===== src/hw/alod_pkg.sv =====
// Package of opcode, operation, source and timing constants for the arithmetic/logic decoder
package alod_pkg;

  // Operation selected for the ALU datapath
  typedef enum logic [4:0] {
    ALOD_OP_NONE = 5'h00, // Opcode outside these groups
    ALOD_OP_ADD = 5'h01, // Plain addition
    ALOD_OP_ADD_WITH_CARRY = 5'h02, // Addition including carry
    ALOD_OP_SUBTRACT_WITH_BORROW = 5'h03, // Subtraction with borrow
    ALOD_OP_INC = 5'h04, // Add one
    ALOD_OP_SUBTRACT_ONE = 5'h05, // Subtract one
    ALOD_OP_INC_POINTER = 5'h06, // 16-bit pointer increment
    ALOD_OP_PRODUCT_OF_A_B = 5'h07, // Multiply A by B
    ALOD_OP_DIVIDE = 5'h08, // Divide A by B
    ALOD_OP_BCD_CORRECT = 5'h09, // Decimal adjust
    ALOD_OP_BITWISE_AND = 5'h0a, // AND
    ALOD_OP_BITWISE_OR = 5'h0b, // OR
    ALOD_OP_BITWISE_XOR = 5'h0c, // Exclusive OR
    ALOD_OP_CLEAR = 5'h0d, // Clear accumulator
    ALOD_OP_BITWISE_INVERT = 5'h0e, // Complement accumulator
    ALOD_OP_ROTATE_LEFT = 5'h0f, // Rotate left
    ALOD_OP_ROTATE_LEFT_THROUGH_CARRY = 5'h10, // Rotate left via carry
    ALOD_OP_ROTATE_RIGHT = 5'h11, // Rotate right
    ALOD_OP_ROTATE_RIGHT_THROUGH_CARRY = 5'h12, // Rotate right via carry
    ALOD_OP_SWAP_NIBBLES = 5'h13 // Exchange nibbles
  } alod_op_t;

  // Operand source form
  typedef enum logic [2:0] {
    ALOD_SRC_NONE = 3'h0, // No memory operand
    ALOD_SRC_BANK_REGISTER = 3'h1, // Bank register selected by low bits
    ALOD_SRC_DIRECT = 3'h2, // Direct byte
    ALOD_SRC_INDIRECT = 3'h3, // RAM through pointer register
    ALOD_SRC_IMMEDIATE = 3'h4, // Immediate data
    ALOD_SRC_ACC = 3'h5, // Accumulator
    ALOD_SRC_DATA_POINTER_16 = 3'h6, // 16-bit data pointer
    ALOD_SRC_B_REG = 3'h7 // A with B register
  } alod_src_t;

  // Destination of the result
  typedef enum logic [1:0] {
    ALOD_DST_ACC = 2'h0, // Accumulator
    ALOD_DST_DIRECT = 2'h1, // Direct byte
    ALOD_DST_OPERAND = 2'h2, // Same place as the source
    ALOD_DST_PAIR = 2'h3 // Pair of A and B, or pointer
  } alod_dst_t;

  // Decoded instruction record
  typedef struct packed {
    logic valid; // Opcode belongs to these groups
    alod_op_t op; // Operation
    alod_src_t src; // Operand source
    alod_dst_t dst; // Destination
    logic [2:0] reg_sel; // Bank register or pointer register number
    logic [1:0] length; // Bytes in instruction
    logic [2:0] cycles; // Execution cycles
  } alod_dec_t;

  // Lengths and cycle counts
  localparam logic [1:0] ALOD_LEN_1 = 2'h1;
  localparam logic [1:0] ALOD_LEN_2 = 2'h2;
  localparam logic [1:0] ALOD_LEN_3 = 2'h3;
  localparam logic [2:0] ALOD_CYC_1 = 3'h1;
  localparam logic [2:0] ALOD_CYC_2 = 3'h2;
  localparam logic [2:0] ALOD_CYC_4 = 3'h4;

  // Row codes in the upper nibble for register-form groups
  localparam logic [3:0] ALOD_ROW_INC = 4'h0;
  localparam logic [3:0] ALOD_ROW_DEC = 4'h1;
  localparam logic [3:0] ALOD_ROW_ADD = 4'h2;
  localparam logic [3:0] ALOD_ROW_ADD_WITH_CARRY = 4'h3;
  localparam logic [3:0] ALOD_ROW_OR = 4'h4;
  localparam logic [3:0] ALOD_ROW_AND = 4'h5;
  localparam logic [3:0] ALOD_ROW_XOR = 4'h6;
  localparam logic [3:0] ALOD_ROW_SUB = 4'h9;

  // Single opcodes
  localparam logic [7:0] ALOD_OPC_RR = 8'h03;
  localparam logic [7:0] ALOD_OPC_RRC = 8'h13;
  localparam logic [7:0] ALOD_OPC_RL = 8'h23;
  localparam logic [7:0] ALOD_OPC_RLC = 8'h33;
  localparam logic [7:0] ALOD_OPC_OR_DA = 8'h42;
  localparam logic [7:0] ALOD_OPC_OR_DI = 8'h43;
  localparam logic [7:0] ALOD_OPC_AND_DA = 8'h52;
  localparam logic [7:0] ALOD_OPC_AND_DI = 8'h53;
  localparam logic [7:0] ALOD_OPC_XOR_DA = 8'h62;
  localparam logic [7:0] ALOD_OPC_XOR_DI = 8'h63;
  localparam logic [7:0] ALOD_OPC_DIV = 8'h84;
  localparam logic [7:0] ALOD_OPC_INC_DP = 8'ha3;
  localparam logic [7:0] ALOD_OPC_MUL = 8'ha4;
  localparam logic [7:0] ALOD_OPC_SWAP = 8'hc4;
  localparam logic [7:0] ALOD_OPC_BCD = 8'hd4;
  localparam logic [7:0] ALOD_OPC_CLR = 8'he4;
  localparam logic [7:0] ALOD_OPC_CPL = 8'hf4;

  // Low nibble column codes
  localparam logic [3:0] ALOD_COL_ACC = 4'h4;
  localparam logic [3:0] ALOD_COL_DIRECT = 4'h5;

  // Reset value of the decoded record
  localparam alod_dec_t ALOD_DEC_RESET = '{valid: 1'b0, op: ALOD_OP_NONE, src: ALOD_SRC_NONE,
    dst: ALOD_DST_ACC, reg_sel: 3'h0, length: ALOD_LEN_1, cycles: ALOD_CYC_1};

endpackage : alod_pkg


===== src/hw/alod_table.sv =====
// Combinational opcode table for the arithmetic and logic groups
`timescale 1ns/1ps
module alod_table (
  input wire logic [7:0] opcode, // First byte of instruction
  output alod_pkg::alod_dec_t dec // Decoded record
);

  // Nibble split of the opcode
  logic [3:0] row;
  logic [3:0] col;
  // Operation implied by row for the four-form groups
  alod_pkg::alod_op_t row_op;
  logic row_known;

  assign row = opcode[7:4];
  assign col = opcode[3:0];

  // Row to operation map
  always_comb
  begin
    row_known = 1'b1;
    unique case (row)
      alod_pkg::ALOD_ROW_ADD: row_op = alod_pkg::ALOD_OP_ADD; // RULE_01
      alod_pkg::ALOD_ROW_ADD_WITH_CARRY: row_op = alod_pkg::ALOD_OP_ADD_WITH_CARRY; // RULE_02
      alod_pkg::ALOD_ROW_SUB: row_op = alod_pkg::ALOD_OP_SUBTRACT_WITH_BORROW; // RULE_03
      alod_pkg::ALOD_ROW_AND: row_op = alod_pkg::ALOD_OP_BITWISE_AND; // RULE_04
      alod_pkg::ALOD_ROW_OR: row_op = alod_pkg::ALOD_OP_BITWISE_OR; // RULE_06
      alod_pkg::ALOD_ROW_XOR: row_op = alod_pkg::ALOD_OP_BITWISE_XOR; // RULE_08
      alod_pkg::ALOD_ROW_INC: row_op = alod_pkg::ALOD_OP_INC; // RULE_15
      alod_pkg::ALOD_ROW_DEC: row_op = alod_pkg::ALOD_OP_SUBTRACT_ONE; // RULE_15
      default:
      begin
        // Rows of other instruction groups
        row_op = alod_pkg::ALOD_OP_NONE;
        row_known = 1'b0;
      end
    endcase
  end

  // Full decode; single opcodes are checked before the column forms
  always_comb
  begin
    dec = alod_pkg::ALOD_DEC_RESET;
    dec.reg_sel = opcode[2:0];
    if (opcode == alod_pkg::ALOD_OPC_AND_DA || opcode == alod_pkg::ALOD_OPC_OR_DA ||
        opcode == alod_pkg::ALOD_OPC_XOR_DA)
    begin
      // Accumulator into direct byte: two bytes, one cycle
      dec = '{1'b1, row_op, alod_pkg::ALOD_SRC_ACC, alod_pkg::ALOD_DST_DIRECT, 3'h0,
        alod_pkg::ALOD_LEN_2, alod_pkg::ALOD_CYC_1}; // RULE_05 RULE_07 RULE_09
    end
    else if (opcode == alod_pkg::ALOD_OPC_AND_DI || opcode == alod_pkg::ALOD_OPC_OR_DI ||
             opcode == alod_pkg::ALOD_OPC_XOR_DI)
    begin
      // Immediate into direct byte: three bytes, two cycles
      dec = '{1'b1, row_op, alod_pkg::ALOD_SRC_IMMEDIATE, alod_pkg::ALOD_DST_DIRECT, 3'h0,
        alod_pkg::ALOD_LEN_3, alod_pkg::ALOD_CYC_2}; // RULE_05 RULE_07 RULE_09
    end
    else if (opcode == alod_pkg::ALOD_OPC_INC_DP)
    begin
      dec = '{1'b1, alod_pkg::ALOD_OP_INC_POINTER, alod_pkg::ALOD_SRC_DATA_POINTER_16,
        alod_pkg::ALOD_DST_PAIR, 3'h0, alod_pkg::ALOD_LEN_1, alod_pkg::ALOD_CYC_2}; // RULE_15
    end
    else if (opcode == alod_pkg::ALOD_OPC_MUL || opcode == alod_pkg::ALOD_OPC_DIV)
    begin
      // Long multi-cycle arithmetic on A and B
      dec = '{1'b1, (opcode == alod_pkg::ALOD_OPC_MUL) ? alod_pkg::ALOD_OP_PRODUCT_OF_A_B :
        alod_pkg::ALOD_OP_DIVIDE, alod_pkg::ALOD_SRC_B_REG, alod_pkg::ALOD_DST_PAIR, 3'h0,
        alod_pkg::ALOD_LEN_1, alod_pkg::ALOD_CYC_4}; // RULE_16
    end
    else if (opcode == alod_pkg::ALOD_OPC_BCD || opcode == alod_pkg::ALOD_OPC_CLR ||
             opcode == alod_pkg::ALOD_OPC_CPL || opcode == alod_pkg::ALOD_OPC_SWAP ||
             opcode == alod_pkg::ALOD_OPC_RL || opcode == alod_pkg::ALOD_OPC_RLC ||
             opcode == alod_pkg::ALOD_OPC_RR || opcode == alod_pkg::ALOD_OPC_RRC)
    begin
      // One-byte accumulator-only operations
      dec.valid = 1'b1;
      dec.src = alod_pkg::ALOD_SRC_ACC;
      dec.reg_sel = 3'h0;
      unique case (opcode)
        alod_pkg::ALOD_OPC_BCD: dec.op = alod_pkg::ALOD_OP_BCD_CORRECT; // RULE_16
        alod_pkg::ALOD_OPC_CLR: dec.op = alod_pkg::ALOD_OP_CLEAR; // RULE_16
        alod_pkg::ALOD_OPC_CPL: dec.op = alod_pkg::ALOD_OP_BITWISE_INVERT; // RULE_16
        alod_pkg::ALOD_OPC_SWAP: dec.op = alod_pkg::ALOD_OP_SWAP_NIBBLES; // RULE_12
        alod_pkg::ALOD_OPC_RL: dec.op = alod_pkg::ALOD_OP_ROTATE_LEFT; // RULE_10
        alod_pkg::ALOD_OPC_RLC: dec.op = alod_pkg::ALOD_OP_ROTATE_LEFT_THROUGH_CARRY; // RULE_10
        alod_pkg::ALOD_OPC_RR: dec.op = alod_pkg::ALOD_OP_ROTATE_RIGHT; // RULE_11
        default: dec.op = alod_pkg::ALOD_OP_ROTATE_RIGHT_THROUGH_CARRY; // RULE_11
      endcase
    end
    else if (row_known)
    begin
      // Column forms shared by all four-form groups
      dec.valid = 1'b1;
      dec.op = row_op;
      dec.dst = (row == alod_pkg::ALOD_ROW_INC || row == alod_pkg::ALOD_ROW_DEC) ?
        alod_pkg::ALOD_DST_OPERAND : alod_pkg::ALOD_DST_ACC;
      if (col[3])
      begin
        dec.src = alod_pkg::ALOD_SRC_BANK_REGISTER; // RULE_13
      end
      else if (col[3:1] == 3'h3)
      begin
        dec.src = alod_pkg::ALOD_SRC_INDIRECT; // RULE_13
        dec.reg_sel = {2'h0, opcode[0]};
      end
      else if (col == alod_pkg::ALOD_COL_DIRECT)
      begin
        dec.src = alod_pkg::ALOD_SRC_DIRECT;
        dec.length = alod_pkg::ALOD_LEN_2; // RULE_13
      end
      else if (col == alod_pkg::ALOD_COL_ACC)
      begin
        // Column 4 is immediate data, but the accumulator for increment and decrement
        if (dec.dst == alod_pkg::ALOD_DST_OPERAND)
        begin
          dec.src = alod_pkg::ALOD_SRC_ACC; // RULE_15
        end
        else
        begin
          dec.src = alod_pkg::ALOD_SRC_IMMEDIATE;
          dec.length = alod_pkg::ALOD_LEN_2; // RULE_13
        end
      end
      else
      begin
        // Columns 0-3 of these rows belong to other groups
        dec = alod_pkg::ALOD_DEC_RESET;
      end
      if (!dec.valid)
      begin
        dec.reg_sel = 3'h0;
      end
    end
  end

endmodule : alod_table


===== src/hw/arith_logic_opcode_decoder.sv =====
// Registered arithmetic and logic opcode decoder with execution cycle sequencing
// Notes on behaviour
// RULE_01: 28-2F,25,26-27,24 add, one cycle each.
// RULE_02: 38-3F,35,36-37,34 add with carry, one cycle.
// RULE_03: 98-9F,95,96-97,94 subtract with borrow, one cycle.
// RULE_04: 58-5F,55,56-57,54 AND into accumulator, one cycle.
// RULE_05: 52 AND to direct; 53 immediate, 3B/2C.
// RULE_06: 48-4F,45,46-47,44 OR into accumulator, one cycle.
// RULE_07: 42 OR to direct; 43 immediate, 3B/2C.
// RULE_08: 68-6F,65,66-67,64 XOR into accumulator, one cycle.
// RULE_09: 62 XOR to direct; 63 immediate, 3B/2C.
// RULE_10: 23 rotate left, 33 through carry.
// RULE_11: 03 rotate right, 13 through carry.
// RULE_12: C4 swaps accumulator nibbles, one cycle.
// RULE_13: Register/indirect one byte; direct/immediate two bytes.
// RULE_14: Encodings and effects match the standard core.
// RULE_15: Increment/decrement four targets; A3 pointer two cycles.
// RULE_16: A4/84 four cycles; D4,E4,F4 one cycle.
`timescale 1ns/1ps
module arith_logic_opcode_decoder (
  input wire logic core_clk, // Core clock, 250 MHz
  input wire logic nrst, // Asynchronous reset, active low
  input wire logic opcode_valid, // Fetch offers a first byte
  input wire logic [7:0] opcode, // First byte of instruction
  output logic opcode_ready_ff, // Decoder can take a new opcode
  output alod_pkg::alod_dec_t dec_ff, // Decoded record of current instruction
  output logic exec_ff, // Execution cycle in progress
  output logic last_cycle_ff, // This execution cycle is the final one
  output logic unknown_ff // Taken opcode is outside these groups, one pulse
);

  // Table output for the offered opcode
  alod_pkg::alod_dec_t table_dec;
  // Remaining cycles after the current one
  logic [2:0] remain_ff;
  logic [2:0] nxt_remain;
  alod_pkg::alod_dec_t nxt_dec;
  logic nxt_ready;
  logic nxt_exec;
  logic nxt_last;
  logic nxt_unknown;
  logic take;

  // Opcode table, kept apart so the sequencer stays readable
  alod_table u_table (
    .opcode(opcode),
    .dec(table_dec)
  );

  // Accepted when idle or on the final cycle, so one-cycle ops run back to back
  assign take = opcode_valid && opcode_ready_ff;

  // Next-state logic of the sequencer
  always_comb
  begin
    nxt_dec = dec_ff;
    nxt_remain = remain_ff;
    nxt_exec = exec_ff;
    nxt_last = last_cycle_ff;
    nxt_unknown = 1'b0;
    nxt_ready = opcode_ready_ff;
    if (take && table_dec.valid)
    begin
      // Start: the first execution cycle follows the accepting edge
      nxt_dec = table_dec; // RULE_14
      nxt_remain = table_dec.cycles - 3'h1;
      nxt_exec = 1'b1;
      nxt_last = (table_dec.cycles == alod_pkg::ALOD_CYC_1);
      nxt_ready = (table_dec.cycles == alod_pkg::ALOD_CYC_1);
    end
    else if (exec_ff && remain_ff != 3'h0)
    begin
      // Multi-cycle operation keeps going and holds off fetch
      nxt_remain = remain_ff - 3'h1;
      nxt_last = (remain_ff == 3'h1);
      nxt_ready = (remain_ff == 3'h1);
    end
    else
    begin
      // Idle; record stays for inspection but exec drops
      nxt_exec = 1'b0;
      nxt_last = 1'b0;
      nxt_ready = 1'b1;
      nxt_unknown = take;
    end
  end

  // Sequencer registers
  always_ff @(posedge core_clk or negedge nrst)
  begin
    if (!nrst)
    begin
      dec_ff <= alod_pkg::ALOD_DEC_RESET;
      remain_ff <= 3'h0;
      exec_ff <= 1'b0;
      last_cycle_ff <= 1'b0;
      unknown_ff <= 1'b0;
      opcode_ready_ff <= 1'b1;
    end
    else
    begin
      dec_ff <= nxt_dec;
      remain_ff <= nxt_remain;
      exec_ff <= nxt_exec;
      last_cycle_ff <= nxt_last;
      unknown_ff <= nxt_unknown;
      opcode_ready_ff <= nxt_ready;
    end
  end
endmodule : arith_logic_opcode_decoder


===== config.mk =====
export PLATFORM = sky130hd
export DESIGN_NAME = arith_logic_opcode_decoder
export DESIGN_NICKNAME = d
export VERILOG_FILES = /design/src/hw/alod_pkg.sv /design/src/hw/alod_table.sv /design/src/hw/arith_logic_opcode_decoder.sv
export SDC_FILE = /design/constraint.sdc
export NUM_CORES = 1
export LEC_CHECK = 0
export BUFFER_PORTS_ARGS = -buffer_cell sky130_fd_sc_hd__buf_2
export CAP_MARGIN = 10
export CORE_MARGIN = 8
export CORE_UTILIZATION = 55
export DETAILED_ROUTE_END_ITERATION = 10
export MAX_ROUTING_LAYER = met4
export PLACE_DENSITY = 0.91
export RECOVER_POWER = 50
export SETUP_SLACK_MARGIN = 0.3
export SLEW_MARGIN = 20
export SYNTH_ARGS = -nofsm -noshare
export SYNTH_HDL_FRONTEND = slang
export SYNTH_SLANG_ARGS = --single-unit

===== constraint.sdc =====
create_clock -name core_clk -period 3.73 [get_ports core_clk]
set_clock_uncertainty 0.05 [all_clocks]
set_input_delay 0.373 -clock core_clk [delete_from_list [all_inputs] [get_ports core_clk]]
set_output_delay 0.373 -clock core_clk [all_outputs]
set_load 0.05 [all_outputs]

# Yosys cells after proc, flatten, opt, wreduce, memory -nomap -nowiden
# Cells that the tools add are included.
[totals]
reg_bits = 26
in_bits = 11
output_inout_bits = 23
wordCells = 114
[classes]
n_addsub = 2
eq_ne = 31
muxes = 49
reduce_logical = 20
[ops]
columns = ["op", "count"]
rows = [
  ["$mux W19", 5],
  ["$mux W6", 10],
  ["$eq A8 B8 Y1 const B", 7],
  ["$eq A8 B7 Y1 const B", 6],
  ["$pmux W5 S7", 1],
  ["$pmux W4 S8", 1],
  ["$mux W3", 9],
  ["$eq A4 B3 Y1 const B", 5],
  ["$mux W5", 4],
  ["$eq A8 B6 Y1 const B", 2],
  ["$logic_or A1 B1 Y1", 13],
  ["$mux W2", 6],
  ["$mux W1", 10],
  ["$mux W10", 1],
  ["$mux W9", 1],
  ["$eq A4 B2 Y1 const B", 2],
  ["$eq A8 B2 Y1 const B", 1],
  ["$eq A8 B5 Y1 const B", 1],
  ["$reduce_or A8 Y1", 1],
  ["$eq A3 B1 Y1 const B", 2],
  ["$sub A3 B1 Y3 const B", 2],
  ["$eq A4 B1 Y1 const B", 1],
  ["$eq A4 B4 Y1 const B", 1],
  ["$logic_not A4 Y1", 1],
  ["7 further kinds", 9],
]

# Logic depth before layout (Yosys ltp)
[logic_depth]
ltp_word = 22
mapped_depth = 9
ltp_nobuf = 7

# Modules after synthesis
# Synthesis repeated with hierarchy kept, for this count alone.
[unflattened]
hier_cells = 184
area_unflattened_um2 = 1762.9
[by_module_without_submodules]
columns = ["module", "instances", "cells_each", "area_each_um2", "seq_area_each_um2"]
rows = [
  ["arith_logic_opcode_decoder", 1, 82, 1161.1, 654.4],
  ["alod_table", 1, 102, 601.8, 0.0],
]

# Worst setup path after synthesis
# Ideal clock, no wire load.
[synth_path]
kind = "input to register"
startpoint = "in opcode[7]"
endpoint = "reg dec_ff[10] (netlist bit)"
setup_ps = 125
arrival_ps = 2025
t_required_ps = 3555
setup_slack_ps = 1530
stages = 7
path_buffers = 2
path_cell_list = "buf_4 > or4b_1 > a21o_1 > o211a_4 > a21oi_4 > buf_12 > mux2_4"
[synth_via]
elab_chain_cells = 15
word_cells_on_any_way = 54
cone_classes = "25 x eq/ne; 13 x mux; 16 x reduce/logical"
[synth_lines]
columns = ["item", "line", "rtl"]
rows = [
  ["start: declaration", "arith_logic_opcode_decoder.sv:24", "input wire logic [7:0] opcode,"],
  ["$eq A4 B1 Y1 / $logic_not A4 Y1 (equally long branches)", "alod_table.sv:22, alod_table.sv:96", ""],
  ["$logic_or A1 B1 Y1", "alod_table.sv:96", "dec.dst = (row == alod_pkg::ALOD_ROW_INC || row == alod_pkg::ALOD_ROW_DEC) ?"],
  ["$mux W2", "alod_table.sv:96", ""],
  ["$eq A2 B2 Y1", "alod_table.sv:115", "if (dec.dst == alod_pkg::ALOD_DST_OPERAND)"],
  ["$mux W1", "alod_table.sv:115", ""],
  ["$mux W3", "alod_table.sv:112", "else if (col == alod_pkg::ALOD_COL_ACC)"],
  ["$mux W3", "alod_table.sv:107", "else if (col == alod_pkg::ALOD_COL_DIRECT)"],
  ["$mux W3", "alod_table.sv:102", "else if (col[3:1] == 3'h3)"],
  ["$mux W3", "alod_table.sv:98", "if (col[3])"],
  ["$mux W19", "alod_table.sv:91", "else if (row_known)"],
  ["$mux W9", "alod_table.sv:71", "else if (opcode == alod_pkg::ALOD_OPC_BCD || opcode == alod_pkg::ALOD_OPC_CLR ||"],
  ["$mux W19", "alod_table.sv:64", "else if (opcode == alod_pkg::ALOD_OPC_MUL || opcode == alod_pkg::ALOD_OPC_DIV)"],
  ["$mux W19", "alod_table.sv:59", "else if (opcode == alod_pkg::ALOD_OPC_INC_DP)"],
  ["$mux W19", "alod_table.sv:52", "else if (opcode == alod_pkg::ALOD_OPC_AND_DI || opcode == alod_pkg::ALOD_OPC_OR_DI ||"],
  ["$mux W19 (*)", "alod_table.sv:45", "if (opcode == alod_pkg::ALOD_OPC_AND_DA || opcode == alod_pkg::ALOD_OPC_OR_DA ||"],
  ["end signal: assignment", "arith_logic_opcode_decoder.sv:93", "dec_ff <= alod_pkg::ALOD_DEC_RESET;"],
  ["end signal: assignment", "arith_logic_opcode_decoder.sv:102", "dec_ff <= nxt_dec;"],
  ["end: declaration", "arith_logic_opcode_decoder.sv:26", "output alod_pkg::alod_dec_t dec_ff,"],
]
# Every way passes the cells marked *; elsewhere a longest branch is shown, timed or not.
# A chain may end at the register's enable or synchronous reset.

# Worst setup path after layout
[layout_path]
startpoint = "in opcode[7]"
endpoint = "reg dec_ff[14] (netlist bit)"
[layout_via]
elab_chain_cells = 18
word_cells_on_any_way = 59
cone_classes = "24 x eq/ne; 20 x mux; 15 x reduce/logical"
[layout_lines]
columns = ["item", "line", "rtl"]
rows = [
  ["$eq A4 B1 Y1 (tied with other cells)", "alod_table.sv:22", "unique case (row)"],
  ["$pmux W4 S8", "alod_table.sv:22", ""],
  ["$mux W6", "alod_table.sv:112", ""],
  ["$mux W6", "alod_table.sv:107", ""],
  ["$mux W6", "alod_table.sv:102", ""],
  ["$mux W6", "alod_table.sv:98", ""],
  ["$mux W6", "alod_table.sv:91", ""],
  ["$mux W6", "alod_table.sv:71", ""],
  ["[... 2 more ...]", "n/a", ""],
  ["$mux W6", "alod_table.sv:52", ""],
  ["$mux W6", "alod_table.sv:45", ""],
  ["$mux W19", "alod_table.sv:91", ""],
  ["$mux W9", "alod_table.sv:71", ""],
  ["$mux W19", "alod_table.sv:64", ""],
  ["$mux W19", "alod_table.sv:59", ""],
  ["$mux W19", "alod_table.sv:52", ""],
  ["$mux W19 (*)", "alod_table.sv:45", ""],
]
# Every way passes the cells marked *; elsewhere a longest branch is shown, timed or not. The select of a mux whose other input is x is not followed.

==> out/qor.txt <==
CP max stage delay - 480 ps
Synth warn - 0
Mux contribution to synthesized area - 15.66%
Layout Nets - 225
Post-CTS Setup Repair Bufs - 0
Ports - 34
Die area - 0.005448 sq mm
R2r startpoint - opcode_ready_ff$_DFF_PN1_
Final worst slack - 1131 ps
Post-synthesis sequential area ratio - 35.60%
Worst path arrival time - 2770 ps
WS Path Type - input pin to flop
Routability Congestion - 0.9520
Critical path's top delay family - compound AO/OA/AOI/OAI gates
Maximum vdd drop - 0.5989 mV
Clock root buffer - clkbuf_4
R2R Path End - dec_ff[14]$_DFFE_PN0P_
Top sig layer - met4
Period utilization - 69.68%
CP Depth - 7
Status - finished, final reports clean
Drt wl/cell - 16.53 um
Prevailing post-synth register cell - dfrtp_1
Die span in y - 73.81 um
Via density - 6.031
Initial antenna violation count - 0
First-pass GRT wire length - 6927 um
Met1 Wirelength - 1949 um
Synth Area in XOR/XNOR - 1.430%
Final setup viols - 0
Crit path to - dec_ff[14]$_DFFE_PN0P_
Final Max Tran Viols - 0
Ys async rst share - 100.0%
Inserted Diodes - 0
Mapped Nets - 199
Via count - 1,532
Power share of the clock group - 12.2%
Area share of and/or/nand/nor cells after synthesis - 17.63%
Synth Cell Area - 0.001838 sq mm
Reg area - 654.4 sq um
DRT Wirelength - 4199 um
PortBufs - 33
Power Dens Cells - 566.9 mW/mm^2
Max Clk Rate - 0.3848 GHz
Crit path launch - opcode[7]
WP buf/inv - 2
DRT antenna net count - 0
CTS tree - done
H-tree Lvls - 1
Least-Margin Pin Slew - 1285 ps
RSZ-0062 raised after global routing - false
Core area - 0.003284 sq mm
Post-Synth Adder-Cell Area - 3.404%
Cell Rows - 21
Metal3 WL - 180 um
Cells after synthesis - 183
DRC - 0
Type of origin of the critical path - input pin
Post-synthesis cell type count - 58
Internal cell power - 606.9 uW
Avg Synthesized Cell Area - 10.04 sq um
Latest clock arrival within the worst-skew pair - 320 ps
Die width - 73.81 um
Critical path data required time - 3900 ps
Worst Reg2Reg Path Length in Cells - 4
Max transition margin - 14.35%
Min-delay src - opcode_valid
Initial Util - 55.96%
Setup TNS - 0 ps
TritonCTS Buffers - 3
Net switching power - 540.8 uW
Leakage - 0.8881 nW
Clk pin slew, worst setup/hold paths - 130 ps
Seq cells post-synth - 26
Slowest CP cell - or4b_1
Clk buf depth - 2
Area of the multi-input gates - 0.001075 sq mm
Max Cap Viol - 0
CP Max Fanout - 26
CTS sink count - 26
HP Class - input pin to flop
Pre-CTS setup slack - 825.3 ps
Min Tclk post-route - 2599 ps
Fill count - 277
Power share of the combinational group - 52.1%
Drt pass-1 iters - 4
Crit path cell chain - buf_2 -> or4b_1 -> a21o_1 -> o211a_4 -> a21oi_4 -> buf_4 -> mux2_2
Layout cells sized above 1 - 25.00%
Largest family of logic cells by synthesized area - compound AO/OA/AOI/OAI gates
Vias in the first global route - 1,402
GRT overflow - 0
Synth-to-Final Area Change - 10.14%
Total track usage - 16.56%
WL met2 - 2033 um
Maximum number of pins on one net before global-route repair - 27
Reg power frac - 35.8%
R2R Setup Slk - 1760 ps
Initial DRC count - 245
Final Hold Fails - 0
Worst Setup End Kind - flop
HPWL Detailed - 3108 um
Compound-Gate Fraction of Synth Area - 20.01%
Count of flip-flops with a built-in enable after synthesis - 0
Sw frac - 47.12%
-- worst min-delay path by stage --
stage	endpoint	slack, ps	cells after the start
5_1_grt	unknown_ff$_DFF_PN0_	380	3
6_report	unknown_ff$_DFF_PN0_	370	3
4_1_cts	unknown_ff$_DFF_PN0_	380	3
3_3_place_gp	dec_ff[6]$_DFFE_PN0P_	330	1
2_1_floorplan	dec_ff[10]$_DFFE_PN0P_	30	0
3_5_place_dp	dec_ff[6]$_DFFE_PN0P_	340	1
-- timing repair --
item                                   in CTS  in global routing
hold buffers                                1                  0
gates resized for setup                     0                  0
endpoints found under the hold margin      23                  0
-- flip-flops by register name, summed over array words and instances (netlist names) --
signal           count
opcode_ready_ff      1
exec_ff              1
dec_ff              19
unknown_ff           1
remain_ff            3
last_cycle_ff        1
-- synthesized netlist by cell type (3+ instances only) --
| cell | count | share of area, % |
|---|---|---|
| mux2_4 | 10 | 8.2 |
| a21oi_1 | 6 | 1.6 |
| nor2b_1 | 5 | 1.7 |
| nand2b_1 | 4 | 1.4 |
| nand3_1 | 7 | 1.9 |
| mux2i_1 | 7 | 3.8 |
| nand2_1 | 10 | 2.0 |
| inv_1 | 9 | 1.8 |
| a211o_1 | 3 | 1.4 |
| o21ai_0 | 9 | 2.5 |
| dfrtp_1 | 23 | 31 |
| mux2_2 | 6 | 3.7 |
| clkbuf_1 | 10 | 2.0 |
| dfstp_2 | 3 | 4.3 |
| ha_1 | 5 | 3.4 |
| nor3_1 | 3 | 0.82 |
| nor2_1 | 10 | 2.0 |
| o31ai_1 | 3 | 1.2 |
-- logic make-up (layout without fill, tap and decap cells) --
| logic type | after synthesis | count (layout) |
|---|---|---|
| compound gates | 47 | 47 |
| xor+xnor | 3 | 3 |
| fa+ha+maj | 5 | 5 |
| buf+inv | 23 | 48 |
| flops | 26 | 26 |
| mux | 23 | 23 |
| simple gates | 56 | 56 |
-- final cells by class --
type	instances	share of cell area (%)
multi-input cells	134	53.09
clock buffers	4	1.792
inverters	9	1.669
well taps	46	2.843
repair buffers	35	8.282
flip-flops and latches	26	32.32
-- worst reg2reg max path, cell delays in order (launching register included) --
cell     delay (ps)
dfstp_2         550
nand2_1         120
a21oi_4         440
buf_4           350
mux2_2          360
-- stage by stage --
| step | power, mW | instances | hold slack, ps | area (sq um) | util (%) |
|---|---|---|---|---|---|
| global placement | 1.005 | 249 | 334.0 | 1987 | 60.50 |
| CTS | 1.165 | 254 | 380.0 | 2033 | 61.90 |
| finish | 1.148 | 254 | 373.6 | 2024 | 61.64 |
| detailed placement | 1.022 | 249 | 341.4 | 1987 | 60.50 |
| floorplan | 0.8914 | 183 | 27.41 | 1838 | - |
| global route | 1.209 | 254 | 382.2 | 2024 | 61.64 |
-- cell usage in the layout, fill, tap and decap left out, types with 5 or more instances in the layout --
master	netlist	final
inv_1	9	9
nor2_1	10	10
a21oi_1	6	6
o21ai_0	9	9
nand2_1	10	10
buf_2	1	21
dfrtp_1	23	23
clkbuf_1	10	12
mux2_2	6	6
nor2b_1	5	5
mux2_4	10	10
nand3_1	7	7
mux2i_1	7	7
ha_1	5	5
-- layer usage --
metal,track usage [%],up-vias
met5,-,-
met4,5.765,0
met3,2.183,4
met2,24.11,48
met1,22.80,748
li1,-,732
-- power by group through the flow --
stage                     registers (mW)  logic [mW]  clock network [mW]
final                              0.410       0.598               0.140
after global routing               0.418       0.637               0.154
after CTS                          0.410       0.611               0.143
after detailed placement           0.416       0.606                   0
after global placement             0.412       0.593                   0
after floorplan                    0.648       0.243                   0
No activity file was read; power rests on OpenSTA's default activity.
